[config.mk]
export PLATFORM = sky130hd
export DESIGN_NAME = wib_bus
export DESIGN_NICKNAME = d
export VERILOG_FILES = /design/src/logic/wib_cpu_clk.v /design/src/logic/wib_sync.v /design/src/logic/wib_bus.v
export VERILOG_INCLUDE_DIRS = /design/src /design/src/logic
export SDC_FILE = /design/constraint.sdc
export NUM_CORES = 1
export LEC_CHECK = 0
export BUFFER_PORTS_ARGS = -buffer_cell sky130_fd_sc_hd__clkbuf_2
export CAP_MARGIN = 20
export CORE_MARGIN = 10
export CORE_UTILIZATION = 35
export CTS_BUF_LIST = sky130_fd_sc_hd__clkbuf_4
export DETAILED_ROUTE_END_ITERATION = 7
export GPL_TIMING_DRIVEN = 1
export PLACE_DENSITY = 0.62
export SLEW_MARGIN = 25
export SYNTH_ARGS = -nofsm -noshare
export SYNTH_HDL_FRONTEND = slang
export SYNTH_SLANG_ARGS = --single-unit
[constraint.sdc]
create_clock -name i_mclk -period 1.8 [get_ports i_mclk]
set_input_delay 0.18 -clock i_mclk [delete_from_list [all_inputs] [get_ports i_mclk]]
set_output_delay 0.18 -clock i_mclk [all_outputs]
set_load 0.01 [all_outputs]
[src/logic/wib_map.vh]
`ifndef WIB_MAP_VH
`define WIB_MAP_VH

// Register byte addresses on the APB slave.
// The holding register keeps its odd index, so its word sits at four times that index.
`define WIB_IDX_HOLD 8'hf9
`define WIB_ADDR_HOLD 10'h3e4
`define WIB_ADDR_CTRL 10'h0f0
`define WIB_ADDR_STAT 10'h0f4
`define WIB_ADDR_PTR 10'h0e0
`define WIB_ADDR_SFRP 10'h0e4
`define WIB_ADDR_ACC 10'h0e8
`define WIB_ADDR_CMD 10'h0ec

// Control register fields.
`define WIB_CTRL_WIDE 0
`define WIB_CTRL_STRETCH 1
`define WIB_CTRL_PHDIS 2
`define WIB_CTRL_X2 3

// Command register fields.
`define WIB_CMD_GO 0
`define WIB_CMD_READ 1
`define WIB_CMD_SHORT 2

// Reset values.
`define WIB_HOLD_RST 8'h00
`define WIB_CTRL_RST 4'h0

// Timing in CPU clock periods; the OSC values are oscillator periods per CPU period.
`define WIB_CYCLE_CPU 4'h6
`define WIB_STROBE_CPU 4'h3
`define WIB_STROBE_LONG 4'hf
`define WIB_OSC_STD 4'hc
`define WIB_OSC_X2 4'h6

`endif

[src/logic/wib_cpu_clk.v]
`include "wib_map.vh"
`default_nettype none

// Produces the one-cycle CPU-period enable from the oscillator clock.
module wib_cpu_clk (
	// Clock and reset
	input wire i_mclk,
	input wire i_rst_n,
	// Mode
	input wire i_double_speed_mode,
	// Enable
	output wire o_cpu_en
);
	reg [3:0] cnt_reg;
	wire [3:0] last;

	// One CPU period is 12 oscillator periods in standard mode, 6 in double speed.
	assign last = i_double_speed_mode ? 4'h5 : 4'hb;
	assign o_cpu_en = (cnt_reg == last);

	always @(posedge i_mclk) begin
		if (!i_rst_n) begin
			cnt_reg <= 4'h0;
		end else if (o_cpu_en || cnt_reg > last) begin
			cnt_reg <= 4'h0;
		end else begin
			cnt_reg <= cnt_reg + 4'h1;
		end
	end
endmodule

`default_nettype wire

[src/logic/wib_sync.v]
`default_nettype none

// Two-flop synchroniser for the inbound bus lines.
module wib_sync #(
	parameter W = 16
) (
	// Clock
	input wire i_mclk,
	// Data
	input wire [W-1:0] i_d,
	output wire [W-1:0] o_q
);
	reg [W-1:0] s1_reg;
	reg [W-1:0] s2_reg;

	always @(posedge i_mclk) begin
		s1_reg <= i_d;
		s2_reg <= s1_reg;
	end
	assign o_q = s2_reg;
endmodule

`default_nettype wire

[src/logic/wib_bus.v]
// Function
// - With wide enable set, every external move runs as a 16-bit transfer.
// - Low port muxes low address then low data; high port high address then, on wide moves only, data.
// - Wide write drives accumulator on bits 7..0, holding register on 15..8.
// - Wide read returns bits 7..0 to accumulator, 15..8 into holding register.
// - Each wide bus cycle lasts 6 CPU periods (72 or 36 oscillator periods), 18 CPU periods with the stretch bit set.
// - Stretch bit widens read and write strobes from 3 to 15 CPU periods.
// - Short-pointer moves drive the port register on the high port.
// - With pointer-high disable set, pointer moves drive the port register high.
// - Address latch strobe marks valid low address on the low lines.
// - Holding register resets to zero and is software readable and writable.
//
// Local design decision: the APB interface to the registers.
`include "wib_map.vh"
`default_nettype none

module wib_bus (
	// Clock and reset
	input wire i_mclk,
	input wire i_rst_n,
	// APB slave
	input wire i_psel,
	input wire i_penable,
	input wire i_pwrite,
	input wire [9:0] i_paddr,
	input wire [31:0] i_pwdata,
	output wire o_pready,
	output wire o_pslverr,
	output reg [31:0] o_prdata,
	// Low port lines
	input wire [7:0] i_low_port,
	output reg [7:0] o_low_port,
	output reg o_low_port_oe,
	// High port lines
	input wire [7:0] i_high_port,
	output reg [7:0] o_high_port,
	output reg o_high_port_oe,
	// Strobes, active low except the latch strobe
	output reg o_ale,
	output reg o_rd_n,
	output reg o_wr_n
);
	// ****************************************************************
	// Registers and state
	// ****************************************************************
	localparam ST_IDLE = 2'd0;
	localparam ST_ADDR = 2'd1;
	localparam ST_STROBE = 2'd2;
	localparam ST_TAIL = 2'd3;

	reg [7:0] hold_reg;
	reg [3:0] ctrl_reg;
	reg [15:0] ptr_reg;
	reg [7:0] sfrp_reg;
	reg [7:0] acc_reg;
	reg busy_reg;
	reg is_read_reg;
	reg is_short_reg;
	reg is_wide_reg;
	reg [1:0] st_reg;
	reg [3:0] cnt_reg;
	reg ale_arm_reg;
	wire cpu_en;
	wire [15:0] pins_s;
	wire wr_acc;
	wire rd_acc;
	wire go;
	wire [3:0] strobe_len;
	wire [7:0] high_addr;

	// Cycle enable from the oscillator divider.
	wib_cpu_clk u_clk (
		.i_mclk(i_mclk),
		.i_rst_n(i_rst_n),
		.i_double_speed_mode(ctrl_reg[`WIB_CTRL_X2]),
		.o_cpu_en(cpu_en)
	);

	// Port lines come from off chip and are resynchronised before use.
	wib_sync #(.W(16)) u_sync (
		.i_mclk(i_mclk),
		.i_d({i_high_port, i_low_port}),
		.o_q(pins_s)
	);

	// ****************************************************************
	// APB slave
	// ****************************************************************
	// Zero wait states: every access completes in its first access cycle.
	assign o_pready = 1'b1;
	assign o_pslverr = 1'b0;
	assign wr_acc = i_psel && i_penable && i_pwrite;
	assign rd_acc = i_psel && !i_penable && !i_pwrite;
	// A command write while a move is running is dropped; software polls busy.
	assign go = wr_acc && (i_paddr == `WIB_ADDR_CMD) && i_pwdata[`WIB_CMD_GO] && !busy_reg;

	function [31:0] rd_mux;
		input [9:0] a;
		begin
			case (a)
				`WIB_ADDR_HOLD: rd_mux = {24'h000000, hold_reg};
				`WIB_ADDR_CTRL: rd_mux = {28'h0000000, ctrl_reg};
				`WIB_ADDR_STAT: rd_mux = {31'h00000000, busy_reg};
				`WIB_ADDR_PTR: rd_mux = {16'h0000, ptr_reg};
				`WIB_ADDR_SFRP: rd_mux = {24'h000000, sfrp_reg};
				`WIB_ADDR_ACC: rd_mux = {24'h000000, acc_reg};
				default: rd_mux = 32'h00000000;
			endcase
		end
	endfunction

	// Read data is registered in the setup cycle so it is stable in the access cycle.
	always @(posedge i_mclk) begin
		if (!i_rst_n) begin
			o_prdata <= 32'h00000000;
		end else if (rd_acc) begin
			o_prdata <= rd_mux(i_paddr);
		end
	end

	// ****************************************************************
	// Software registers
	// ****************************************************************
	always @(posedge i_mclk) begin
		if (!i_rst_n) begin
			hold_reg <= `WIB_HOLD_RST;
			ctrl_reg <= `WIB_CTRL_RST;
			ptr_reg <= 16'h0000;
			sfrp_reg <= 8'h00;
			acc_reg <= 8'h00;
		end else begin
			if (wr_acc) begin
				case (i_paddr)
					`WIB_ADDR_HOLD: hold_reg <= i_pwdata[7:0];
					`WIB_ADDR_CTRL: ctrl_reg <= i_pwdata[3:0];
					`WIB_ADDR_PTR: ptr_reg <= i_pwdata[15:0];
					`WIB_ADDR_SFRP: sfrp_reg <= i_pwdata[7:0];
					`WIB_ADDR_ACC: acc_reg <= i_pwdata[7:0];
					default: ;
				endcase
			end
			// Hardware capture at the strobe's end outranks a software write.
			if (cpu_en && st_reg == ST_STROBE && cnt_reg == 4'h1 && is_read_reg) begin
				acc_reg <= pins_s[7:0];
				if (is_wide_reg) begin
					hold_reg <= pins_s[15:8];
				end
			end
		end
	end

	// ****************************************************************
	// Bus cycle sequencer
	// ****************************************************************
	assign strobe_len = ctrl_reg[`WIB_CTRL_STRETCH] ? `WIB_STROBE_LONG : `WIB_STROBE_CPU;
	// Short pointer and page mode both put the port register on the high lines.
	assign high_addr = (is_short_reg || ctrl_reg[`WIB_CTRL_PHDIS]) ?
		sfrp_reg : ptr_reg[15:8];

	always @(posedge i_mclk) begin
		if (!i_rst_n) begin
			st_reg <= ST_IDLE;
			cnt_reg <= 4'h0;
			busy_reg <= 1'b0;
			is_read_reg <= 1'b0;
			is_short_reg <= 1'b0;
			is_wide_reg <= 1'b0;
		end else begin
			if (go) begin
				busy_reg <= 1'b1;
				is_read_reg <= i_pwdata[`WIB_CMD_READ];
				is_short_reg <= i_pwdata[`WIB_CMD_SHORT];
				is_wide_reg <= ctrl_reg[`WIB_CTRL_WIDE];
			end
			if (cpu_en) begin
				case (st_reg)
					ST_IDLE: begin
						if (busy_reg) begin
							st_reg <= ST_ADDR;
							cnt_reg <= 4'h2;
						end
					end
					// Two address periods, strobe, one tail period: 2+3+1 = 6, or 2+15+1 = 18 with the stretch bit set.
					ST_ADDR: begin
						if (cnt_reg == 4'h1) begin
							st_reg <= ST_STROBE;
							cnt_reg <= strobe_len;
						end else begin
							cnt_reg <= cnt_reg - 4'h1;
						end
					end
					ST_STROBE: begin
						if (cnt_reg == 4'h1) begin
							st_reg <= ST_TAIL;
						end else begin
							cnt_reg <= cnt_reg - 4'h1;
						end
					end
					ST_TAIL: begin
						st_reg <= ST_IDLE;
						busy_reg <= 1'b0;
					end
					default: st_reg <= ST_IDLE;
				endcase
			end
		end
	end

	// ****************************************************************
	// Pin drivers
	// ****************************************************************
	always @(posedge i_mclk) begin
		if (!i_rst_n) begin
			o_ale <= 1'b0;
			ale_arm_reg <= 1'b0;
			o_rd_n <= 1'b1;
			o_wr_n <= 1'b1;
			o_low_port <= 8'h00;
			o_low_port_oe <= 1'b0;
			o_high_port <= 8'h00;
			o_high_port_oe <= 1'b0;
		end else begin
			// The latch strobe lasts one clock, in the first clock the address is driven.
			ale_arm_reg <= cpu_en && (st_reg == ST_IDLE) && busy_reg;
			o_ale <= ale_arm_reg;
			o_rd_n <= !((st_reg == ST_STROBE) && is_read_reg);
			o_wr_n <= !((st_reg == ST_STROBE) && !is_read_reg);
			case (st_reg)
				ST_ADDR: begin
					o_low_port <= ptr_reg[7:0];
					o_low_port_oe <= 1'b1;
					o_high_port <= high_addr;
					o_high_port_oe <= 1'b1;
				end
				ST_STROBE, ST_TAIL: begin
					o_low_port <= acc_reg;
					o_low_port_oe <= !is_read_reg;
					// Narrow moves keep the address on the high lines.
					o_high_port <= is_wide_reg ? hold_reg : high_addr;
					o_high_port_oe <= !(is_read_reg && is_wide_reg);
				end
				default: begin
					o_low_port_oe <= 1'b0;
					o_high_port_oe <= 1'b0;
				end
			endcase
		end
	end
endmodule

`default_nettype wire

; Word level (Yosys, flattened, before mapping)
; Index checks and enable logic that the tools add are counted.
[word_totals]
register_bits = 144
input_bits = 63
out_inout_bits = 55
elab_cells = 107
[op_classes]
addsub = 2
magnitude_cmp = 1
eq_ne = 16
muxes = 27
n_bitwise = 1
reduce_logical = 37
[ops]
columns = cell, n
row1 = 16-bit case mux with 6 select lines, 1
row2 = 8-bit 2-to-1 mux, 9
row3 = "10-bit by 8-bit == test with 1-bit output, second input constant", 6
row4 = 8-bit case mux with 2 select lines, 2
row5 = 4-bit 2-to-1 mux, 5
row6 = 1-bit logical AND, 15
row7 = 4-bit case mux with 3 select lines, 1
row8 = "10-bit == test, second input constant", 1
row9 = 2-bit case mux with 4 select lines, 1
row10 = 2-bit AND reduction, 4
row11 = 4-bit AND reduction, 2
row12 = 1-bit zero test, 7
row13 = 2-bit 2-to-1 mux, 3
row14 = "2-bit inequality test, second input constant", 3
row15 = 2-bit nonzero test, 3
row16 = "4-bit by 1-bit adder with 4-bit output, second input constant", 1
row17 = "2-bit == test, second input constant", 2
row18 = "4-bit by 1-bit == test with 1-bit output, second input constant", 1
row19 = 4-bit == test, 1
row20 = 4-bit greater-than comparator, 1
row21 = 1-bit case mux with 2 select lines, 2
row22 = 2-bit OR reduction, 2
row23 = "4-bit by 1-bit subtractor with 4-bit output, second input constant", 1
row24 = 1-bit 2-to-1 mux, 3
row25 = 6 further kinds, 7

; Logic depth before layout (Yosys ltp)
; Gate-level depths: netlist (run 1).
[logic_depth]
word_depth = 8
ltp_mapped = 7
mapped_depth_nobuf = 6

; Hierarchy
; Synthesis (run 1) repeated with hierarchy kept, for this count alone.
[hier_totals]
cells_unflattened = 576
area_unflattened_um2 = 5522.8
[by_module_without_submodules]
columns = module, n_inst, cells_each, area_each_um2
row1 = wib_bus, 1, 523, 4673.2
row2 = wib_sync, 1, 32, 640.6
row3 = wib_cpu_clk, 1, 21, 209.0

; Worst setup path before layout (run 1)
; No wires, ideal clock.
[synth_path]
path_type = reg-to-reg
startpoint = reg st_reg[0]
endpoint = reg o_high_port[6]
setup_ns = 0.070
arrival_time_ns = 1.765
slack_ns = -0.036
path_stages_with_launch = 8
n_path_buf = 1
cell_sequence = dfxtp_1 -> inv_1 -> ha_1 -> o21ai_1 -> clkbuf_1 -> nor2_1 -> a311o_1 -> a21oi_1
[synth_via]
elab_chain_len = 3
[synth_rtl]
columns = element, line_no
row1 = start: declaration, wib_bus.v:60  ; reg [1:0] st_reg;
row2 = start signal: assignment, wib_bus.v:162  ; st_reg <= ST_IDLE;
row3 = start signal: assignment, wib_bus.v:179  ; st_reg <= ST_ADDR;
row4 = start signal: assignment, wib_bus.v:186  ; st_reg <= ST_STROBE;
row5 = 2-bit == test, wib_bus.v:228  ; case (st_reg)
row6 = 2-bit OR reduction, wib_bus.v:228
row7 = 8-bit case mux with 2 select lines / 2-bit nonzero test (equally long branches), -
row8 = end signal: assignment, wib_bus.v:232  ; o_high_port <= high_addr;
row9 = end signal: assignment, wib_bus.v:239  ; o_high_port <= is_wide_reg ? hold_reg : high_addr;
row10 = end: declaration, wib_bus.v:36  ; output reg [7:0] o_high_port,
; Several ways; a longest one is shown, not always the timed one.
; A chain may end at the register's enable or synchronous reset.

; Worst setup path after layout (run 1)
[layout_path]
startpoint = reg st_reg[0]
endpoint = reg o_high_port[1]
; Same word-level chain as after synthesis.

==> results of run 1 <==
## power by group through the flow
stage | clock (mW) | combinational, mW | sequential, mW
6_report | 2.02 | 0.332 | 2.90
5_1_grt | 2.19 | 0.362 | 2.90
4_1_cts | 2.08 | 0.328 | 2.90
3_5_place_dp | 0 | 0.270 | 2.96
3_3_place_gp | 0 | 0.264 | 2.96
2_1_floorplan | 0 | 0.158 | 2.96
## through the flow
stage	setup slack (ns)	util
finish	0.103	0.453
global route	0.00780	0.453
CTS	0.0377	0.452
detailed placement	-0.0786	0.410
global placement	-0.00841	0.410
floorplan	0.0115	-
## layout make-up
class / count / share of cell area
Tap cell: 188 / 0.0343
Multi-Input combinational cell: 399 / 0.376
Sequential cell: 128 / 0.374
Clock buffer: 17 / 0.0186
Timing Repair Buffer: 161 / 0.166
Clock inverter: 14 / 0.0244
Antenna cell: 1 / 0.000365
Inverter: 11 / 0.00602
## worst max-delay path: stages, from the launching register on
cell     delay (ns)
dfxtp_1        0.38
inv_1          0.08
ha_1           0.24
o21ai_1        0.16
buf_4          0.23
nor2_1         0.10
a311o_1        0.32
a21oi_1        0.14
## repair_timing
item,4_1_cts,5_1_grt
resized for setup,2,6
buffers inserted,0,0
hold buffers,33,0
hold endpoints to repair,49,0
endpoints found under the setup margin,8,22
pin swaps,0,1
## synthesized netlist by cell type (2+ instances only)
| library cell | number |
|---|---|
| a222oi_1 | 2 |
| nand3b_1 | 4 |
| mux2i_1 | 41 |
| nand2_1 | 66 |
| buf_1 | 2 |
| nor4_1 | 3 |
| a221oi_1 | 5 |
| and3_1 | 3 |
| nor4_4 | 4 |
| o31ai_1 | 2 |
| nor2_1 | 48 |
| a21o_1 | 7 |
| nor4b_1 | 2 |
| a21oi_1 | 50 |
| or3_1 | 2 |
| buf_2 | 2 |
| dfxtp_1 | 128 |
| conb_1 | 2 |
| a311o_1 | 8 |
| nor2b_1 | 3 |
| nand4_1 | 6 |
| o2bb2ai_1 | 7 |
| nor3_1 | 9 |
| and2_1 | 2 |
| inv_1 | 11 |
| a211oi_1 | 6 |
| and4_1 | 2 |
| a32oi_1 | 3 |
| buf_4 | 19 |
| xor2_1 | 2 |
| a22o_1 | 11 |
| o221ai_1 | 2 |
| o21ai_0 | 35 |
| clkbuf_1 | 24 |
| nor3b_1 | 2 |
| nand3_1 | 6 |
| mux2_2 | 5 |
| ha_1 | 11 |
## worst min path at each step
stage | startpoint | to | slack (ns) | cells after the start
after CTS | i_penable | o_prdata[1]$_SDFFE_PN0P_ | 0.09 | 5
after global placement | i_low_port[7] | u_sync.s1_reg[7]$_DFF_P_ | 0.28 | 1
after detailed placement | i_low_port[7] | u_sync.s1_reg[7]$_DFF_P_ | 0.28 | 1
after floorplan | i_low_port[0] | u_sync.s1_reg[0]$_DFF_P_ | 0.21 | 0
final | i_pwrite | o_prdata[3]$_SDFFE_PN0P_ | 0.15 | 5
after global routing | i_pwrite | o_prdata[3]$_SDFFE_PN0P_ | 0.12 | 5
## logic make-up after synthesis
| group | count (synthesis) | synth area share |
|---|---|---|
| AND/OR/NAND/NOR | 173 | 0.169 |
| AO/OA/AOI/OAI | 148 | 0.179 |
| flip-flops | 128 | 0.477 |
| buffers and inverters | 59 | 0.0563 |
| multiplexers | 46 | 0.0868 |
| adder cells (fa/ha/maj) | 11 | 0.0256 |
| XOR/XNOR | 3 | 0.00489 |
| other | 2 | 0.00140 |
## per-layer routing
metal  share of wire  global-route usage  up-vias
li1                -                   -     2324
met1            0.44               0.182     2244
met2            0.46               0.236      166
met3           0.074              0.0396       21
met4           0.019              0.0575        0
met5               0                   0        -
==> metrics.csv, run 1 <==
metric,value,unit
"Async S/R FF share, synth",0,
largest area contributor in the netlist,dfxtp_1,
kind of end point of the critical path,flip-flop,
Net Switching,1.27,mW
io pins,118,
fin area,6860,sq um
"Data required, critical path",2.27,ns
maximum VDD drop,719,uV
Sw Share,0.242,
placement-stage cell area,6210,sq um
Tmin final,1.70,ns
starting density of the core,0.355,
footprint of the multi-input gates,2580,sq um
setup violators final,0,
Synth area leaders,"dfxtp_1 (48%), mux2i_1 (7.6%), a21oi_1 (4.7%)",
Register Area,2570,sq um
initial antenna violation count,1,
number of fill cells in the layout,1435,
clock share of power,0.385,
htree depth,4,
die area,20700,sq um
final worst hold slack,0.153,ns
Max Clock Skew,0.0167,ns
"FF+latch count, synth",128,
post-synth top area share,0.477,
PortBufs,83,
Comb pwr share,0.063,
core footprint,15100,sq um
DR vias,4755,
"Arr. time, crit path",2.16,ns
Crit Path Max Fanout,16,
Skew-Pair Late Insertion Delay,0.53,ns
Antenna Nets Post-Route,0,
DR pass1 iterations,5,
TNS Setup,0,ns
Tot GR Track Use,0.146,
"commonest non-fill, non-tap cell in the layout",dfxtp_1,
r2r setup slk,0.10,ns
worst hold-check path type,input pin to flip-flop,
CTS Buffer Depth,2,
Sequential Power Share,0.552,
max-cap violations,0,
"CTS clk-pin slew, worst paths",0.12,ns
Mapped Area,5380,sq um
Non-Filler Instances,919,
post-synth cell types,61,
type of origin of the critical path,flip-flop,
sequential share of the synthesized area,0.477,
crit path launch,st_reg[0]$_SDFFE_PN0P_,
drt wl/cell,16.5,um
Final Hold Vio Count,0,
Tcrit/Tclk final,0.943,
placed cells,854,
TritonCTS Buffers,17,
CP Capture Point,o_high_port[1]$_SDFFE_PN0N_,
CTS tree,built,
"Slew Viols, Final",0,
Mapped Cells,570,
pin count of the biggest net entering global routing,33,
Reg2Reg Depth,7,
die width,144,um
Post-DP HPWL,11600,um
Avg Inst Size Synth,9.43,sq um
routed vias/inst,5.17,
Final #Nets,792,
status,"complete, no violations",
Power Total,5.25,mW
"commonest non-fill, non-tap cells in the layout","dfxtp_1 (127), clkbuf_2 (83), nand2_1 (66)",
Post-synth EDFFs,0,
Yosys warnings,0,
reg2reg end,o_high_port[1]$_SDFFE_PN0N_,
Post-synth top flop,dfxtp_1,
internal power,3.98,mW
Tightest Pin Transition,0.511,ns
Die Y,144,um
Syn-to-layout area delta,27.6,%
Leakage,2.75,nW
Remaining DRCs,0,
reg2reg start,st_reg[0]$_SDFFE_PN0P_,
Max Freq,589,MHz
GR Overflow Total,0,
layout cells sized above 1,0.241,
vias in the first global route,4543,
P per Cell Area,765,nW/um^2
CTS sink cnt,128,
CP Class,flip-flop to flip-flop,
root buffer cell,clkbuf_4,
Post-Route WL,15200,um
RSZ-0062 raised after global routing,no,
std cell rows,45,
GP Congestion,0.920,
first-pass GRT wire length,23600,um
Slew Limit Headroom,0.656,
DRT iter0 DRCs,339,
No activity file was read; power rests on OpenSTA's default activity.
==> run 2: changes to the inputs <==
--- a/config.mk
+++ b/config.mk
@@ -6,15 +6,18 @@
 export SDC_FILE = /design/constraint.sdc
 export NUM_CORES = 1
 export LEC_CHECK = 0
-export BUFFER_PORTS_ARGS = -buffer_cell sky130_fd_sc_hd__clkbuf_2
 export CAP_MARGIN = 20
+export CELL_PAD_IN_SITES_DETAIL_PLACEMENT = 0
+export CELL_PAD_IN_SITES_GLOBAL_PLACEMENT = 1
 export CORE_MARGIN = 10
 export CORE_UTILIZATION = 35
 export CTS_BUF_LIST = sky130_fd_sc_hd__clkbuf_4
 export DETAILED_ROUTE_END_ITERATION = 7
+export DONT_BUFFER_PORTS = 1
 export GPL_TIMING_DRIVEN = 1
-export PLACE_DENSITY = 0.62
+export PLACE_DENSITY = 0.67
 export SLEW_MARGIN = 25
 export SYNTH_ARGS = -nofsm -noshare
 export SYNTH_HDL_FRONTEND = slang
+export SYNTH_HIERARCHICAL = 1
 export SYNTH_SLANG_ARGS = --single-unit
==> run 2 against run 1 <==
Register-to-register slack lost 0.07 ns. Cell count is 4.9% lower. Design area is 0.11% higher. Via count decreased by 5.3%. Synthesized area increased by 2.7%. Die area rose by 2.4%. Combinational power down 17%. Critical path type unchanged. Largest cell class unchanged. Largest power group unchanged.
==> metrics.csv, run 2 <==
metric,value,unit
met3 usage,0.0649,
Post-Route WL,16200,um
Antenna Nets Post-Route,0,
io pins,118,
Final #Nets,724,
std cell rows,45,
number of fill cells in the layout,1506,
Place WS,-0.118,ns
Post-CTS Setup Repair Bufs,0,
P per Cell Area,741,nW/um^2
Register Area,2570,sq um
GR Overflow Total,0,
Post-synth top flop,dfxtp_1,
Tcrit/Tclk final,0.981,
Post-synth EDFFs,0,
"CTS clk-pin slew, worst paths",0.12,ns
Post-DP HPWL,11700,um
Skew-Pair Late Insertion Delay,0.55,ns
htree depth,4,
Synth area leaders,"dfxtp_1 (46%), mux2i_1 (7.8%), mux2_2 (4.3%)",
Yosys warnings,6,
drt wl/cell,18.6,um
CTS tree,built,
CP max stage cell,dfxtp_4,
status,"complete, no violations",
worst hold-check path type,input pin to flip-flop,
critical path's largest stage delay,0.39,ns
core footprint,15300,sq um
CTS sink cnt,128,
die area,21200,sq um
Layout Utilization,0.448,
DR vias,4503,
Tmin final,1.76,ns
first-pass GRT wire length,25300,um
most frequent cell after synthesis,dfxtp_1,
type of origin of the critical path,flip-flop,
GP Congestion,0.899,
Syn-to-layout area delta,24.4,%
Slew Limit Headroom,0.613,
layout cells sized above 1,0.196,
sequential share of the synthesized area,0.464,
Avg Inst Size Synth,9.59,sq um
largest area contributor in the netlist,dfxtp_1,
Max Clock Skew,0.0193,ns
DRT iter0 DRCs,218,
kind of end point of the critical path,flip-flop,
crit-path cells,inv_2 > ha_4 > and4_4 > nand3_4 > or2_4 > nand2_2 > o2bb2ai_1,
starting density of the core,0.361,
"commonest non-fill, non-tap cell in the layout",dfxtp_1,
TritonCTS Buffers,17,
"Arr. time, crit path",2.20,ns
"Data required, critical path",2.23,ns
final worst hold slack,0.0510,ns
max-cap violations,0,
CP Class,flip-flop to flip-flop,
footprint of the multi-input gates,2830,sq um
"commonest non-fill, non-tap cells in the layout","dfxtp_1 (124), nand2_1 (60), dlygate4sd3_1 (46)",
Leakage,2.65,nW
Remaining DRCs,0,
PortBufs,0,
Final Hold Vio Count,0,
vias in the first global route,4378,
"FF+latch count, synth",128,
TNS Setup,0,ns
Mapped Area,5520,sq um
routed vias/inst,5.15,
final worst setup slack,0.0351,ns
Post-synth top cells,"dfxtp_1 (128), nand2_1 (61), mux2i_1 (43), nor2_1 (43), nand3_1 (27)",
maximum VDD drop,649,uV
post-synth cell types,64,
pin count of the biggest net entering global routing,67,
setup violators final,0,
initial antenna violation count,3,
"Slew Viols, Final",0,
DR pass1 iterations,5,
Max Freq,567,MHz
met2 Track Usage GR,0.224,
Crit Path Max Fanout,8,
Mapped Cells,576,
Tot GR Track Use,0.151,
Die Y,146,um
post-synth top area share,0.464,
busiest layer in global routing,met2,
grt met1 use,0.193,
die width,146,um
"Async S/R FF share, synth",0,
Tightest Pin Transition,0.581,ns
RSZ-0062 raised after global routing,yes,
CTS Buffer Depth,2,
root buffer cell,clkbuf_4,
## run 2: cell count changes in the layout (fill, tap and decap cells not counted), moves of 12 or more
cell           change
clkbuf_2          -83
a21oi_1           -24
nand3_1           +21
mux2_2            +16
dlygate4sd3_1     +13
o21ai_0           -12
## run 2: worst max-delay path: cells and delay by family (launching register included)
kind                       cells  cell delay [ns]
AOI/OAI and AO/OA              1             0.11
DFF                            1             0.39
buffers and inverters          1             0.05
and+or+nand+nor                4             0.86
adders and majority gates      1             0.26
## run 2: path summary, 6_finish.rpt
check	startpoint	to	slack [ns]	cells after the start
setup / recovery	ctrl_reg[3]$_SDFFE_PN0P_	acc_reg[7]$_SDFFE_PN0P_	0.04	7
setup reg to reg	ctrl_reg[3]$_SDFFE_PN0P_	acc_reg[7]$_SDFFE_PN0P_	0.04	7
hold reg to reg	u_sync/s1_reg[3]$_DFF_P_	u_sync/o_q[3]$_DFF_P_	0.33	0
hold / removal	i_paddr[3]	busy_reg$_SDFF_PN0_	0.05	5
## run 2: logic make-up after synthesis
group / Yosys count / synth area share
compound gates: 116 / 0.151
other cells: 2 / 0.00136
xor+xnor: 3 / 0.00476
fa+ha+maj: 11 / 0.0249
buf+inv: 63 / 0.0575
simple gates: 189 / 0.176
mux: 64 / 0.121
flops: 128 / 0.464
## run 2: cell type report
| cell class | count | area share |
|---|---|---|
| well taps | 211 | 0.0384 |
| repair buffers | 90 | 0.129 |
| multi-input cells | 401 | 0.413 |
| clock inverters | 11 | 0.0169 |
| diodes | 1 | 0.000364 |
| inverters | 12 | 0.00656 |
| clock buffers | 20 | 0.0219 |
| flip-flops and latches | 128 | 0.374 |
## run 2: power breakdown
group | switching (mW) | internal [mW] | total, mW | leakage, nW
logic | 0.158 | 0.119 | 0.277 | 1.46
clock network | 1.06 | 0.852 | 1.91 | 0.145
registers | 0.0219 | 2.88 | 2.90 | 1.05
## run 2: timing repair
item / in CTS / in global routing
resized for setup: 7 / 23
pin swaps: 1 / 2
hold buffers: 48 / 0
endpoints found under the setup margin: 17 / 26
endpoints found under the hold margin: 98 / 0
## run 2: stage by stage
stage / std cells / instance area [sq um] / power [mW]
final: 874 / 6870 / 5.09
after global routing: 873 / 6870 / 5.33
after CTS: 873 / 6750 / 5.16
after detailed placement: 794 / 5970 / 3.11
after global placement: 794 / 5970 / 3.10
after floorplan: 592 / 5630 / 3.12
## run 2: per-layer routing
metal | up-vias | share of wire
li1 | 2201 | -
met1 | 2123 | 0.45
met2 | 154 | 0.44
met3 | 21 | 0.096
met4 | 4 | 0.013
met5 | - | 0.0014
